`config.mk`:
```
export PLATFORM = sky130hd
export DESIGN_NAME = reset_mode_sampling_sequencer
export DESIGN_NICKNAME = d
export VERILOG_FILES = /design/src/rtl/rst_seq_pkg.sv /design/src/rtl/strap_if.sv /design/src/rtl/strap_sampler.sv /design/src/rtl/reset_mode_sampling_sequencer.sv
export VERILOG_INCLUDE_DIRS = /design/src /design/src/rtl
export SDC_FILE = /design/constraint.sdc
export NUM_CORES = 1
export LEC_CHECK = 0
export BUFFER_PORTS_ARGS = -buffer_cell sky130_fd_sc_hd__clkbuf_2
export CAP_MARGIN = 20
export CORE_UTILIZATION = 41
export DETAILED_ROUTE_END_ITERATION = 8
export HOLD_SLACK_MARGIN = 0.02
export PLACE_DENSITY_LB_ADDON = 0.12
export SLEW_MARGIN = 40
export SYNTH_ARGS = -nofsm -noshare
export SYNTH_HDL_FRONTEND = slang
export SYNTH_SLANG_ARGS = --single-unit
export TNS_END_PERCENT = 30
```
`constraint.sdc`:
```
create_clock -name sys_clk -period 1.5 [get_ports sys_clk]
set_clock_uncertainty 0.05 [all_clocks]
set_input_delay 0.225 -clock sys_clk [delete_from_list [all_inputs] [get_ports sys_clk]]
set_output_delay 0.225 -clock sys_clk [all_outputs]
set_load 0.02 [all_outputs]
```
`src/rtl/rst_seq_params.svh`:
```
`ifndef RST_SEQ_PARAMS_SVH
`define RST_SEQ_PARAMS_SVH

// Strap sampling window before reset release, in master clock cycles
`define STRAP_WINDOW_CYC   10
// Cycles from reset release to first instruction fetch
`define FETCH_DELAY_CYC    80
// Width of the cycle counter
`define SEQ_CNT_W          7
// Boot width reset value: 1 selects 8-bit boot memory
`define BOOT_WIDTH_RST     1'b1
// Float mode reset value: off
`define FLOAT_MODE_RST     1'b0
// First fetch address after any reset
`define RESET_FETCH_ADDR   32'h0000_0000
// Vendor debug identifier, value arbitrary
`define DEBUG_CHIP_ID      32'h1234_5671

`endif

```
`src/rtl/rst_seq_pkg.sv`:
```
package rst_seq_pkg;
    // Sequencer phases
    typedef enum logic [1:0] {
        ST_IN_RESET,
        ST_WAIT_FETCH,
        ST_RUN
    } seq_state_t;
    // Cause of the reset in progress
    typedef enum logic [1:0] {
        CAUSE_NONE,
        CAUSE_EXT,
        CAUSE_WDOG
    } reset_cause_t;
endpackage

```
`src/rtl/strap_if.sv`:
```
`timescale 1ns/1ps
// Carries strap levels and sample controls to the strap sampler
interface strap_if;
    logic boot_width_strap;     // Raw boot width strap level
    logic float_mode_strap_n;   // Raw float strap level, active low
    logic in_ext_reset;         // External reset held
    logic ext_release;          // One-cycle external release pulse
    logic boot_8bit;            // Latched boot width
    logic float_mode;           // Latched float mode
    modport sampler (input boot_width_strap, float_mode_strap_n, in_ext_reset,
                     ext_release, output boot_8bit, float_mode);
    modport ctrl (output boot_width_strap, float_mode_strap_n, in_ext_reset,
                  ext_release, input boot_8bit, float_mode);
endinterface

```
`src/rtl/strap_sampler.sv`:
```
`timescale 1ns/1ps
`include "rst_seq_params.svh"
module strap_sampler
    import rst_seq_pkg::*;
#(
    parameter int WINDOW = `STRAP_WINDOW_CYC
) (
    input  wire logic   sys_clk,
    input  wire logic   srst,
    input  wire logic   clk_en,
    strap_if.sampler    sif
);
    logic [WINDOW-1:0] bw_hist_q;   // Recent boot width levels
    logic [WINDOW-1:0] bw_hist_d;
    logic [WINDOW-1:0] fl_hist_q;   // Recent float strap levels
    logic [WINDOW-1:0] fl_hist_d;
    logic              boot_q;      // Latched boot width
    logic              boot_d;
    logic              float_q;     // Latched float mode
    logic              float_d;

    // Shift histories during external reset; latch only at its release
    always_comb begin
        bw_hist_d = bw_hist_q;
        fl_hist_d = fl_hist_q;
        boot_d    = boot_q;
        float_d   = float_q;
        if (sif.in_ext_reset) begin
            bw_hist_d = {bw_hist_q[WINDOW-2:0], sif.boot_width_strap};
            fl_hist_d = {fl_hist_q[WINDOW-2:0], sif.float_mode_strap_n};
        end
        if (sif.ext_release) begin
            // majority-free: boot width from latest window level
            boot_d  = bw_hist_q[0];
            float_d = (fl_hist_q == '0);
        end
    end

    // Registers; srst is the system reset, not the strap release
    always_ff @(posedge sys_clk) begin
        if (srst) begin
            bw_hist_q <= '1;
            fl_hist_q <= '1;
            boot_q    <= `BOOT_WIDTH_RST;
            float_q   <= `FLOAT_MODE_RST;
        end else if (clk_en) begin
            bw_hist_q <= bw_hist_d;
            fl_hist_q <= fl_hist_d;
            boot_q    <= boot_d;
            float_q   <= float_d;
        end
    end

    assign sif.boot_8bit  = boot_q;
    assign sif.float_mode = float_q;
endmodule

```
`src/rtl/reset_mode_sampling_sequencer.sv`:
```
// Notes on behaviour
// - Enter reset at once, release on clock
// - First fetch eighty cycles after release
// - Any reset restores defaults, fetch at zero
// - Core registers need no reset value
// - Clock output low while reset pin held
// - Clock output copies clock until reprogrammed; the code drives a half-rate image of sys_clk instead
// - Peripheral pins become inputs after reset; the code forces inputs only during reset and in float mode, otherwise the enables follow io_oe_req
// - Watchdog reset keeps latched strap settings
// - External pin wins over watchdog
// - Float mode needs ten low cycles
// - Float mode disables all output drivers
// - Float strap pin shared after reset
// - Debug port returns vendor chip identifier
// - Boot width strap latched at release
`timescale 1ns/1ps
`include "rst_seq_params.svh"
module reset_mode_sampling_sequencer
    import rst_seq_pkg::*;
#(
    parameter int FETCH_DELAY = `FETCH_DELAY_CYC,
    parameter int N_IO        = 32
) (
    input  wire logic              sys_clk,
    input  wire logic              srst,
    input  wire logic              clk_en,
    input  wire logic              ext_reset_n,
    input  wire logic              wdog_reset_req,
    input  wire logic              boot_width_strap,
    input  wire logic              float_mode_strap_n,
    input  wire logic              clock_out_as_gpio,
    input  wire logic              clock_out_gpio_val,
    input  wire logic              serial1_transmit,
    input  wire logic              serial1_tx_en,
    input  wire logic [N_IO-1:0]   io_out_req,
    input  wire logic [N_IO-1:0]   io_oe_req,
    input  wire logic              debug_id_req,
    output logic                   sys_reset,
    output logic                   fetch_enable,
    output logic                   fetch_start,
    output logic [31:0]            fetch_addr,
    output logic                   boot_8bit,
    output logic                   float_mode,
    output logic                   clock_out_pin,
    output logic                   clock_out_oe,
    output logic                   shared_pin_out,
    output logic                   shared_pin_oe,
    output logic [N_IO-1:0]        io_out,
    output logic [N_IO-1:0]        io_oe,
    output logic                   debug_id_valid,
    output logic [31:0]            debug_id
);
    // Counter width; it must hold FETCH_DELAY - 1
    localparam int CW = `SEQ_CNT_W;

    strap_if sif ();                     // Strap sampler link

    seq_state_t     state_q;             // Sequencer phase
    seq_state_t     state_d;
    reset_cause_t   cause_q;             // Source of current reset
    reset_cause_t   cause_d;
    logic [CW-1:0]  cnt_q;               // Cycles since release
    logic [CW-1:0]  cnt_d;
    logic           ext_q;               // External pin held, registered
    logic           rst_q;               // Internal reset output
    logic           rst_d;
    logic           fen_q;               // Fetch allowed
    logic           fen_d;
    logic           fst_q;               // First fetch pulse
    logic           fst_d;

    // Pin driver state: one register and one next value each
    logic           ck_q;                // Clock out image
    logic           ck_d;
    logic           ck_oe_q;             // Clock out driver enable
    logic           ck_oe_d;
    logic           sh_q;                // Shared strap pin output
    logic           sh_d;
    logic           sh_oe_q;             // Shared pin driver enable
    logic           sh_oe_d;
    logic [N_IO-1:0] io_q;               // Io line outputs
    logic [N_IO-1:0] io_d;
    logic [N_IO-1:0] io_oe_q;            // Io line driver enables
    logic [N_IO-1:0] io_oe_d;
    logic           dbv_q;               // Debug id answer
    logic           dbv_d;
    logic [31:0]    dbid_q;              // Debug id value
    logic [31:0]    dbid_d;
    logic [31:0]    fa_q;                // First fetch address
    logic [31:0]    fa_d;

    // Shared pin and io drivers may switch on only outside reset and float mode;
    // shared by the shared pin and the io lines so both gate alike
    function automatic logic drive_ok(input logic pin_held,
                                      input logic rst_next,
                                      input logic floating);
        return ~pin_held & ~rst_next & ~floating;
    endfunction

    // Pin is synchronous to sys_clk by convention, so it is used directly
    // A board with a free-running pin needs a synchroniser ahead of this
    wire ext_now = ~ext_reset_n;

    // The one output not taken from a flop: entry into reset
    // must not wait for a clock edge
    // assert immediately, release on edge
    assign sys_reset = rst_q | ext_now;

    // Raw strap levels go to the sampler untouched
    assign sif.boot_width_strap   = boot_width_strap;
    assign sif.float_mode_strap_n = float_mode_strap_n;
    assign sif.in_ext_reset       = ext_now;
    // One pulse on the cycle the external pin releases
    // ext_q is the pin as seen one edge earlier
    assign sif.ext_release        = ext_q & ~ext_now;

    // Strap histories and latched settings live in the sampler
    strap_sampler #(
        .WINDOW (`STRAP_WINDOW_CYC)
    ) u_straps (
        .sys_clk (sys_clk),
        .srst    (srst),
        .clk_en  (clk_en),
        .sif     (sif)
    );

    // Reset sequencing: hold, count, then run
    always_comb begin
        state_d = state_q;
        cause_d = cause_q;
        cnt_d   = cnt_q;
        rst_d   = rst_q;
        fen_d   = fen_q;
        fst_d   = 1'b0;
        if (ext_now) begin
            state_d = ST_IN_RESET;
            // Pin held: any watchdog request is absorbed here
            cause_d = CAUSE_EXT;
            rst_d   = 1'b1;
            fen_d   = 1'b0;
            cnt_d   = '0;
        // watchdog acts as reset, no straps
        end else if (wdog_reset_req) begin
            state_d = ST_IN_RESET;
            // Straps untouched: the sampler only listens to the pin
            cause_d = CAUSE_WDOG;
            rst_d   = 1'b1;
            fen_d   = 1'b0;
            cnt_d   = '0;
        end else begin
            unique case (state_q)
                ST_IN_RESET: begin
                    // Released: start the fetch delay
                    state_d = ST_WAIT_FETCH;
                    rst_d   = 1'b0;
                    cnt_d   = CW'(1);
                end
                ST_WAIT_FETCH: begin
                    // fetch at eightieth cycle
                    // cnt_q counts edges since release, starting at one
                    if (cnt_q == CW'(FETCH_DELAY - 1)) begin
                        state_d = ST_RUN;
                        fen_d   = 1'b1;
                        fst_d   = 1'b1;
                        cause_d = CAUSE_NONE;
                    end else begin
                        cnt_d = cnt_q + CW'(1);
                    end
                end
                ST_RUN: begin
                    // Stays here until the next reset of either kind
                    state_d = ST_RUN;
                end
                default: begin
                    // Unused code: fall back into reset
                    state_d = ST_IN_RESET;
                    rst_d   = 1'b1;
                end
            endcase
        end
    end

    // Sequencer registers; srst puts the sequencer in reset
    // Clock enable low freezes the phase and the counter
    always_ff @(posedge sys_clk) begin
        if (srst) begin
            state_q <= ST_IN_RESET;
            cause_q <= CAUSE_NONE;
            cnt_q   <= '0;
            ext_q   <= 1'b0;
            rst_q   <= 1'b1;
            fen_q   <= 1'b0;
            fst_q   <= 1'b0;
        end else if (clk_en) begin
            state_q <= state_d;
            cause_q <= cause_d;
            cnt_q   <= cnt_d;
            ext_q   <= ext_now;
            rst_q   <= rst_d;
            fen_q   <= fen_d;
            fst_q   <= fst_d;
        end
    end

    // Next pin driver values; core registers besides the fetch address are left alone
    always_comb begin
        if (ext_now) begin
            ck_d = 1'b0;
        end else if (!clock_out_as_gpio || rst_d) begin
            // Half-rate image: a register cannot copy the clock itself
            ck_d = ~ck_q;
        end else begin
            ck_d = clock_out_gpio_val;
        end

        // Clock out has no reset gating: it is driven low while held
        // float mode kills every driver
        ck_oe_d = ~sif.float_mode;

        // The strap reading is over once reset ends; the pin carries serial data
        // strap meaning only during reset
        sh_d    = serial1_transmit;
        sh_oe_d = serial1_tx_en & drive_ok(ext_now, rst_d, sif.float_mode);

        // Data pass freely; a driver that is off hides them
        // inputs during reset and in float mode; otherwise the enables follow io_oe_req
        io_d    = io_out_req;
        io_oe_d = drive_ok(ext_now, rst_d, sif.float_mode) ? io_oe_req : '0;

        // Registered answer, so it stands the cycle after the request
        // vendor chip identifier
        dbv_d   = debug_id_req;
        dbid_d  = debug_id_req ? `DEBUG_CHIP_ID : 32'h0000_0000;

        // only the fetch address is reset
        fa_d    = fa_q;
        // every reset points the fetch at zero
        if (rst_d) begin
            fa_d = `RESET_FETCH_ADDR;
        end
    end

    // Pin driver registers; srst leaves every driver off
    always_ff @(posedge sys_clk) begin
        if (srst) begin
            ck_q    <= 1'b0;
            ck_oe_q <= 1'b0;
            sh_q    <= 1'b0;
            sh_oe_q <= 1'b0;
            io_q    <= '0;
            io_oe_q <= '0;
            dbv_q   <= 1'b0;
            dbid_q  <= '0;
            fa_q    <= `RESET_FETCH_ADDR;
        end else if (clk_en) begin
            // Clock enable low freezes every driver
            ck_q    <= ck_d;
            ck_oe_q <= ck_oe_d;
            sh_q    <= sh_d;
            sh_oe_q <= sh_oe_d;
            io_q    <= io_d;
            io_oe_q <= io_oe_d;
            dbv_q   <= dbv_d;
            dbid_q  <= dbid_d;
            fa_q    <= fa_d;
        end
    end

    // Fetch control straight from the sequencer flops
    assign fetch_enable   = fen_q;
    assign fetch_start    = fst_q;
    assign fetch_addr     = fa_q;

    // Strap settings come from the sampler's own registers
    assign boot_8bit      = sif.boot_8bit;
    assign float_mode     = sif.float_mode;

    // Clock out pin and its driver enable
    assign clock_out_pin  = ck_q;
    assign clock_out_oe   = ck_oe_q;

    // Shared strap pin, a plain output once reset is over
    assign shared_pin_out = sh_q;
    assign shared_pin_oe  = sh_oe_q;

    // Io lines
    assign io_out         = io_q;
    assign io_oe          = io_oe_q;

    // Debug identifier answer
    assign debug_id_valid = dbv_q;
    assign debug_id       = dbid_q;
endmodule

```
---- Word-level counts from Yosys, hierarchy flattened ----
Cells that the tools add are included.
Widths: inputs -> output; s select.
word-level totals
  register bits ........................... 127
  latch bits .............................. 0
  RAM bits ................................ 0
  memory bits (read-only) ................. 0
  input bits .............................. 76
  output and inout port bits .............. 138
  word-level logic and storage cells ...... 69
  memories ................................ 0
cells by class
  add/subtract/negate cells ............... 1
  multiply operators ...................... 0
  div/mod/pow operators ................... 0
  magnitude comparators ................... 0
  equality and inequality tests ........... 8
  shift operators ......................... 0
  multiplexer cells ....................... 23
  bitwise operators ....................... 9
  reduce and logical (&&, ||, !) cells .... 10
operator list
  operator             number
  $mux 32              1
  $mux 29              1
  $mux 7               3
  $pmux 7 s2           1
  $mux 1               12
  $logic_not 10->1     1
  $ne 4x4->1 const B   2
  $add 7x1->7 const B  1
  $eq 7x7->1 const B   1
  $mux 2               3
  $ne 3x1->1 const B   2
  $pmux 2 s3           1
  $reduce_and 2->1     3
  $reduce_and 3->1     2
  $and 1x1->1          4
  $ne 4x1->1 const B   1
  $not 1->1            4
  $eq 2x1->1 const B   1
  $eq 2x2->1 const B   1
  $logic_not 2->1      1
  $pmux 1 s2           1
  $reduce_or 2->1      1
  $logic_not 1->1      1
  $logic_or 1x1->1     1
  $or 1x1->1           1

---- Longest topological paths before layout ----
  word-level depth ........................ 9
  gate-level depth with buffers ........... 7
  mapped depth without buffers ............ 6

---- Hierarchy ----
From an unflattened synthesis, not the netlist that was laid out.
unflattened totals
  cells, all modules ...................... 430
  area total of the unflattened synthesis .. 4194.0 um2
modules (own cells, without submodules)
  module                         times used  cells an instance  area an instance (um2)  sequential area each (um2)
  reset_mode_sampling_sequencer  1           381                3691.0                  1641.6
  strap_sampler                  1           49                 503.0                   260.2

---- Least setup slack after synthesis ----
Ideal clock, no wire load.
  kind .................................... reg2reg
  from .................................... register state_q[0]
  to ...................................... register io_oe_q[28], in the netlist io_oe[28]
  library setup time ...................... 0.065 ns
  arrival ................................. 1.552 ns
  data required time ...................... 1.385 ns
  path slack .............................. -0.168 ns
  stages on the path, launching flop included .. 8
  buffers on the path ..................... 1
  clock period less this slack ............ 1.668 ns
  cells stage by stage .................... dfxtp_1 -> inv_1 -> ha_1 -> nand2b_1 -> a211oi_4 -> buf_6 -> a22oi_2 -> nor2_1
between the ends
  cells in the longest elaborated chain, start to end .. 9
RTL lines
  element                                          line                                  RTL
  start, declared                                  reset_mode_sampling_sequencer.sv:58   seq_state_t state_q;
  start signal, assigned                           reset_mode_sampling_sequencer.sv:195  state_q <= state_d;
  $eq 2x1->1 / $eq 2x2->1 (equally long branches)  n/a
  $reduce_or 2->1 (no line)                        n/a
  $pmux 1 s2 *                                     reset_mode_sampling_sequencer.sv:151  unique case (state_q)
  $mux 1 *                                         reset_mode_sampling_sequencer.sv:143  end else if (wdog_reset_req) begin
  $mux 1 *                                         reset_mode_sampling_sequencer.sv:135  if (ext_now) begin
  $not 1->1 *                                      reset_mode_sampling_sequencer.sv:97   return ~pin_held & ~rst_next & ~floating;
  $and 1x1->1 * (2 in series)                      reset_mode_sampling_sequencer.sv:97
  $mux 32 *                                        reset_mode_sampling_sequencer.sv:228  io_oe_d = drive_ok(ext_now, rst_d, sif.float_mode) ? io_oe_req : '0;
  end signal, assigned                             reset_mode_sampling_sequencer.sv:262  io_oe_q <= io_oe_d;
  end, declared                                    reset_mode_sampling_sequencer.sv:83   logic [N_IO-1:0] io_oe_q;
Every way passes the cells marked *; elsewhere a longest branch is shown, timed or not.
A chain may end at the register's enable or synchronous reset.

---- Worst setup path in the final report ----
  from .................................... register state_q[1]
  to ...................................... register io_oe_q[25], in the netlist io_oe[25]
Same word-level chain as after synthesis.

==> flow_summary.json <==
{
  "instances_no_fill": 748,
  "core_area_um2": 9864,
  "dp_hpwl_um": 7115,
  "syn_area_per_cell_um2": 9.399,
  "syn_area_um2": 4202,
  "critPathCaptureType": "register",
  "drt_iter0_markers": 109,
  "grt_pass1_wl_um": 14750,
  "dpl_cell_area_um2": 4996,
  "cts.path.max_buffers": 2,
  "hold_class": "in -> reg",
  "pin_count": 214,
  "crit_type": "reg -> reg",
  "fin_setup_tns_ns": -2.443,
  "synth_top_area_cell": "dfxtp_1",
  "grt_start_max_net_pins": 42,
  "drc": 0,
  "antenna_found_initial": 0,
  "violations": "setup timing",
  "place_inst": 731,
  "diodes": 0,
  "drive_above_1_share": 0.3837,
  "vias": 3493,
  "maxSlewViolCount": 0,
  "cts_buffers": 9,
  "placementRows": 36,
  "ys_seq_elements": 95,
  "dieArea_um2": 10660,
  "synth_top_area_share": 0.4527,
  "power.density_nw_per_um2": 989.3,
  "finalPower_mw": 5.201,
  "hold_slack_ns": 0.03603,
  "finalCoreUtilization": 0.5330,
  "grtUsageTotal": 0.1816,
  "clk_latency_ns": 0.35,
  "initial_core_util": 0.4259,
  "dp_slack_ns": -0.1078,
  "clk_pin_slew_ns": 0.09,
  "htree_levels": 3,
  "seq_area_frac_synth": 0.4527,
  "wl_per_cell_um": 12.63,
  "cts-root-buf": "clkbuf_8",
  "synth_commonest_cells": "95 x dfxtp_1, 78 x nor2_1, 67 x buf_4",
  "synth_area_leaders": "dfxtp_1 45%, buf_4 12%, mux2i_1 9.1%",
  "synth_cell_types": 44,
  "die_y_um": 103.2,
  "power.leakage_nw": 2.559,
  "synthArstFlopShare": 0,
  "fin_nets": 690,
  "fmax_ghz": 0.6238,
  "die_x_um": 103.2,
  "vias_per_cell": 4.670,
  "stdcell_area_um2": 5258,
  "yosysMostFrequentCell": "dfxtp_1",
  "period_minus_slack_ns": 1.603,
  "status": "complete, but fails checks",
  "cts_tree": "built",
  "fin_ws_ns": -0.1030,
  "synth-edff-count": 0,
  "gp_congestion": 0.8042,
  "yosys_most_used_dff": "dfxtp_1",
  "grt_overflow_total": 0,
  "vdd_drop_max_v": 0.0005185,
  "finalSetupViolCount": 35,
  "wirelength_um": 9445,
  "rsz0062_at_grt": "true",
  "synthCells": 447,
  "crit_start": "state_q[1]",
  "drtPass1Iterations": 6,
  "area_delta_synth_final_pct": 25.13,
  "fin_crit_sh": 1.069,
  "r2r-start": "state_q[1]",
  "cp_data_arrival_time_ns": 1.85,
  "grt_pass1_vias": 3057,
  "critPathRequiredTime_ns": 1.75,
  "hold_violations": 0,
  "worstSetupStartpointType": "register",
  "ant_nets": 0,
  "min_from": "float_mode_strap_n",
  "max-cap-violations": 0,
  "yosysWarnings": 0,
  "port_buffers": 162,
  "crit_fanout": 33,
  "cts_sinks": 95
}
## worst paths after layout
path,to,slack [ns],cells after the start
worst max-delay path,io_oe[25],-0.10,7
worst min-delay path,u_straps.fl_hist_q[0],0.04,3
worst max register to register,io_oe[25],-0.10,7
worst min register to register,u_straps.bw_hist_q[0],0.43,2
## flip-flops by register name, indices dropped and copies added, names as in the netlist
register and count:
io_oe 32, io_out 32, u_straps.fl_hist_q 10, cnt_q 7, state_q 2, clock_out_oe 1
clock_out_pin 1, debug_id 1, ext_q 1, fetch_enable 1, fetch_start 1, rst_q 1
shared_pin_oe 1, shared_pin_out 1, u_straps.bw_hist_q 1, u_straps.sif.boot_8bit 1, u_straps.sif.float_mode 1
## where the power goes
group          switching (mW)  leakage (nW)  internal (mW)
Clock                   0.887        0.0916          0.814
Sequential             0.0652         0.779           2.63
Combinational           0.511          1.69          0.298
Total                    1.46          2.56           3.74
## worst max-delay path: stages (launching register included)
cell and delay (ns):
dfxtp_2 0.35, inv_4 0.05, ha_4 0.23, nand2b_4 0.15, a211oi_4 0.27, buf_12 0.24
a22oi_1 0.10, nor2_1 0.10
## logic make-up (layout without fill, tap and decap cells)
kind of cell | after synthesis | count (layout) | share of synthesized area
buffers and inverters | 94 | 212 | 0.1510
muxes | 38 | 38 | 0.09053
other | 1 | 51 | 0.0008925
and+or+nand+nor | 151 | 151 | 0.1703
AOI/OAI and AO/OA | 64 | 64 | 0.1227
DFF | 95 | 95 | 0.4526
adders and majority gates | 4 | 4 | 0.01191
## final cells by class
type                            count  area [µm²]
Timing Repair Buffer              191        1044
Clock inverter                      5       57.56
Inverter                            5       21.27
Clock buffer                       11       141.4
Fill cell                         959        4607
Tap cell                          133       166.4
Sequential cell                    95        1908
Multi-Input combinational cell    308        1919
## per-layer routing
metal / vias up / GRT usage / wire length [µm]
met1: 1632 / 0.2179 / 3796
met4: 0 / 0.05634 / 100
met2: 122 / 0.2933 / 4788
li1: 1730 / - / -
met5: - / 0 / 0
met3: 9 / 0.07997 / 760
## cell usage in the layout, fill, tap and decap left out, types with 2 or more instances in the layout
cell	netlist	layout
a21oi_1	9	9
a22oi_1	23	23
a22oi_2	10	10
a31oi_1	4	3
and3_1	2	2
buf_4	67	27
clkbuf_2	0	162
clkbuf_8	0	10
clkinvlp_4	0	3
conb_1	1	51
dfxtp_1	95	90
dfxtp_2	0	5
ha_2	0	2
ha_4	0	2
inv_1	4	2
inv_2	1	2
mux2i_1	38	38
nand2_1	32	32
nand2b_1	10	9
nand3_1	2	2
nand3b_1	15	15
nor2_1	78	78
o21a_1	2	2
o21ai_0	3	3
or4_1	3	2
## what timing repair did
item	4_1_cts	5_1_grt
hold buffers	1	0
endpoints found under the hold margin	1	0
pin swaps	1	3
resized for setup	4	9
setup buffers	0	0
setup endpoints to repair	39	59
No activity file was read; power rests on OpenSTA's default activity.
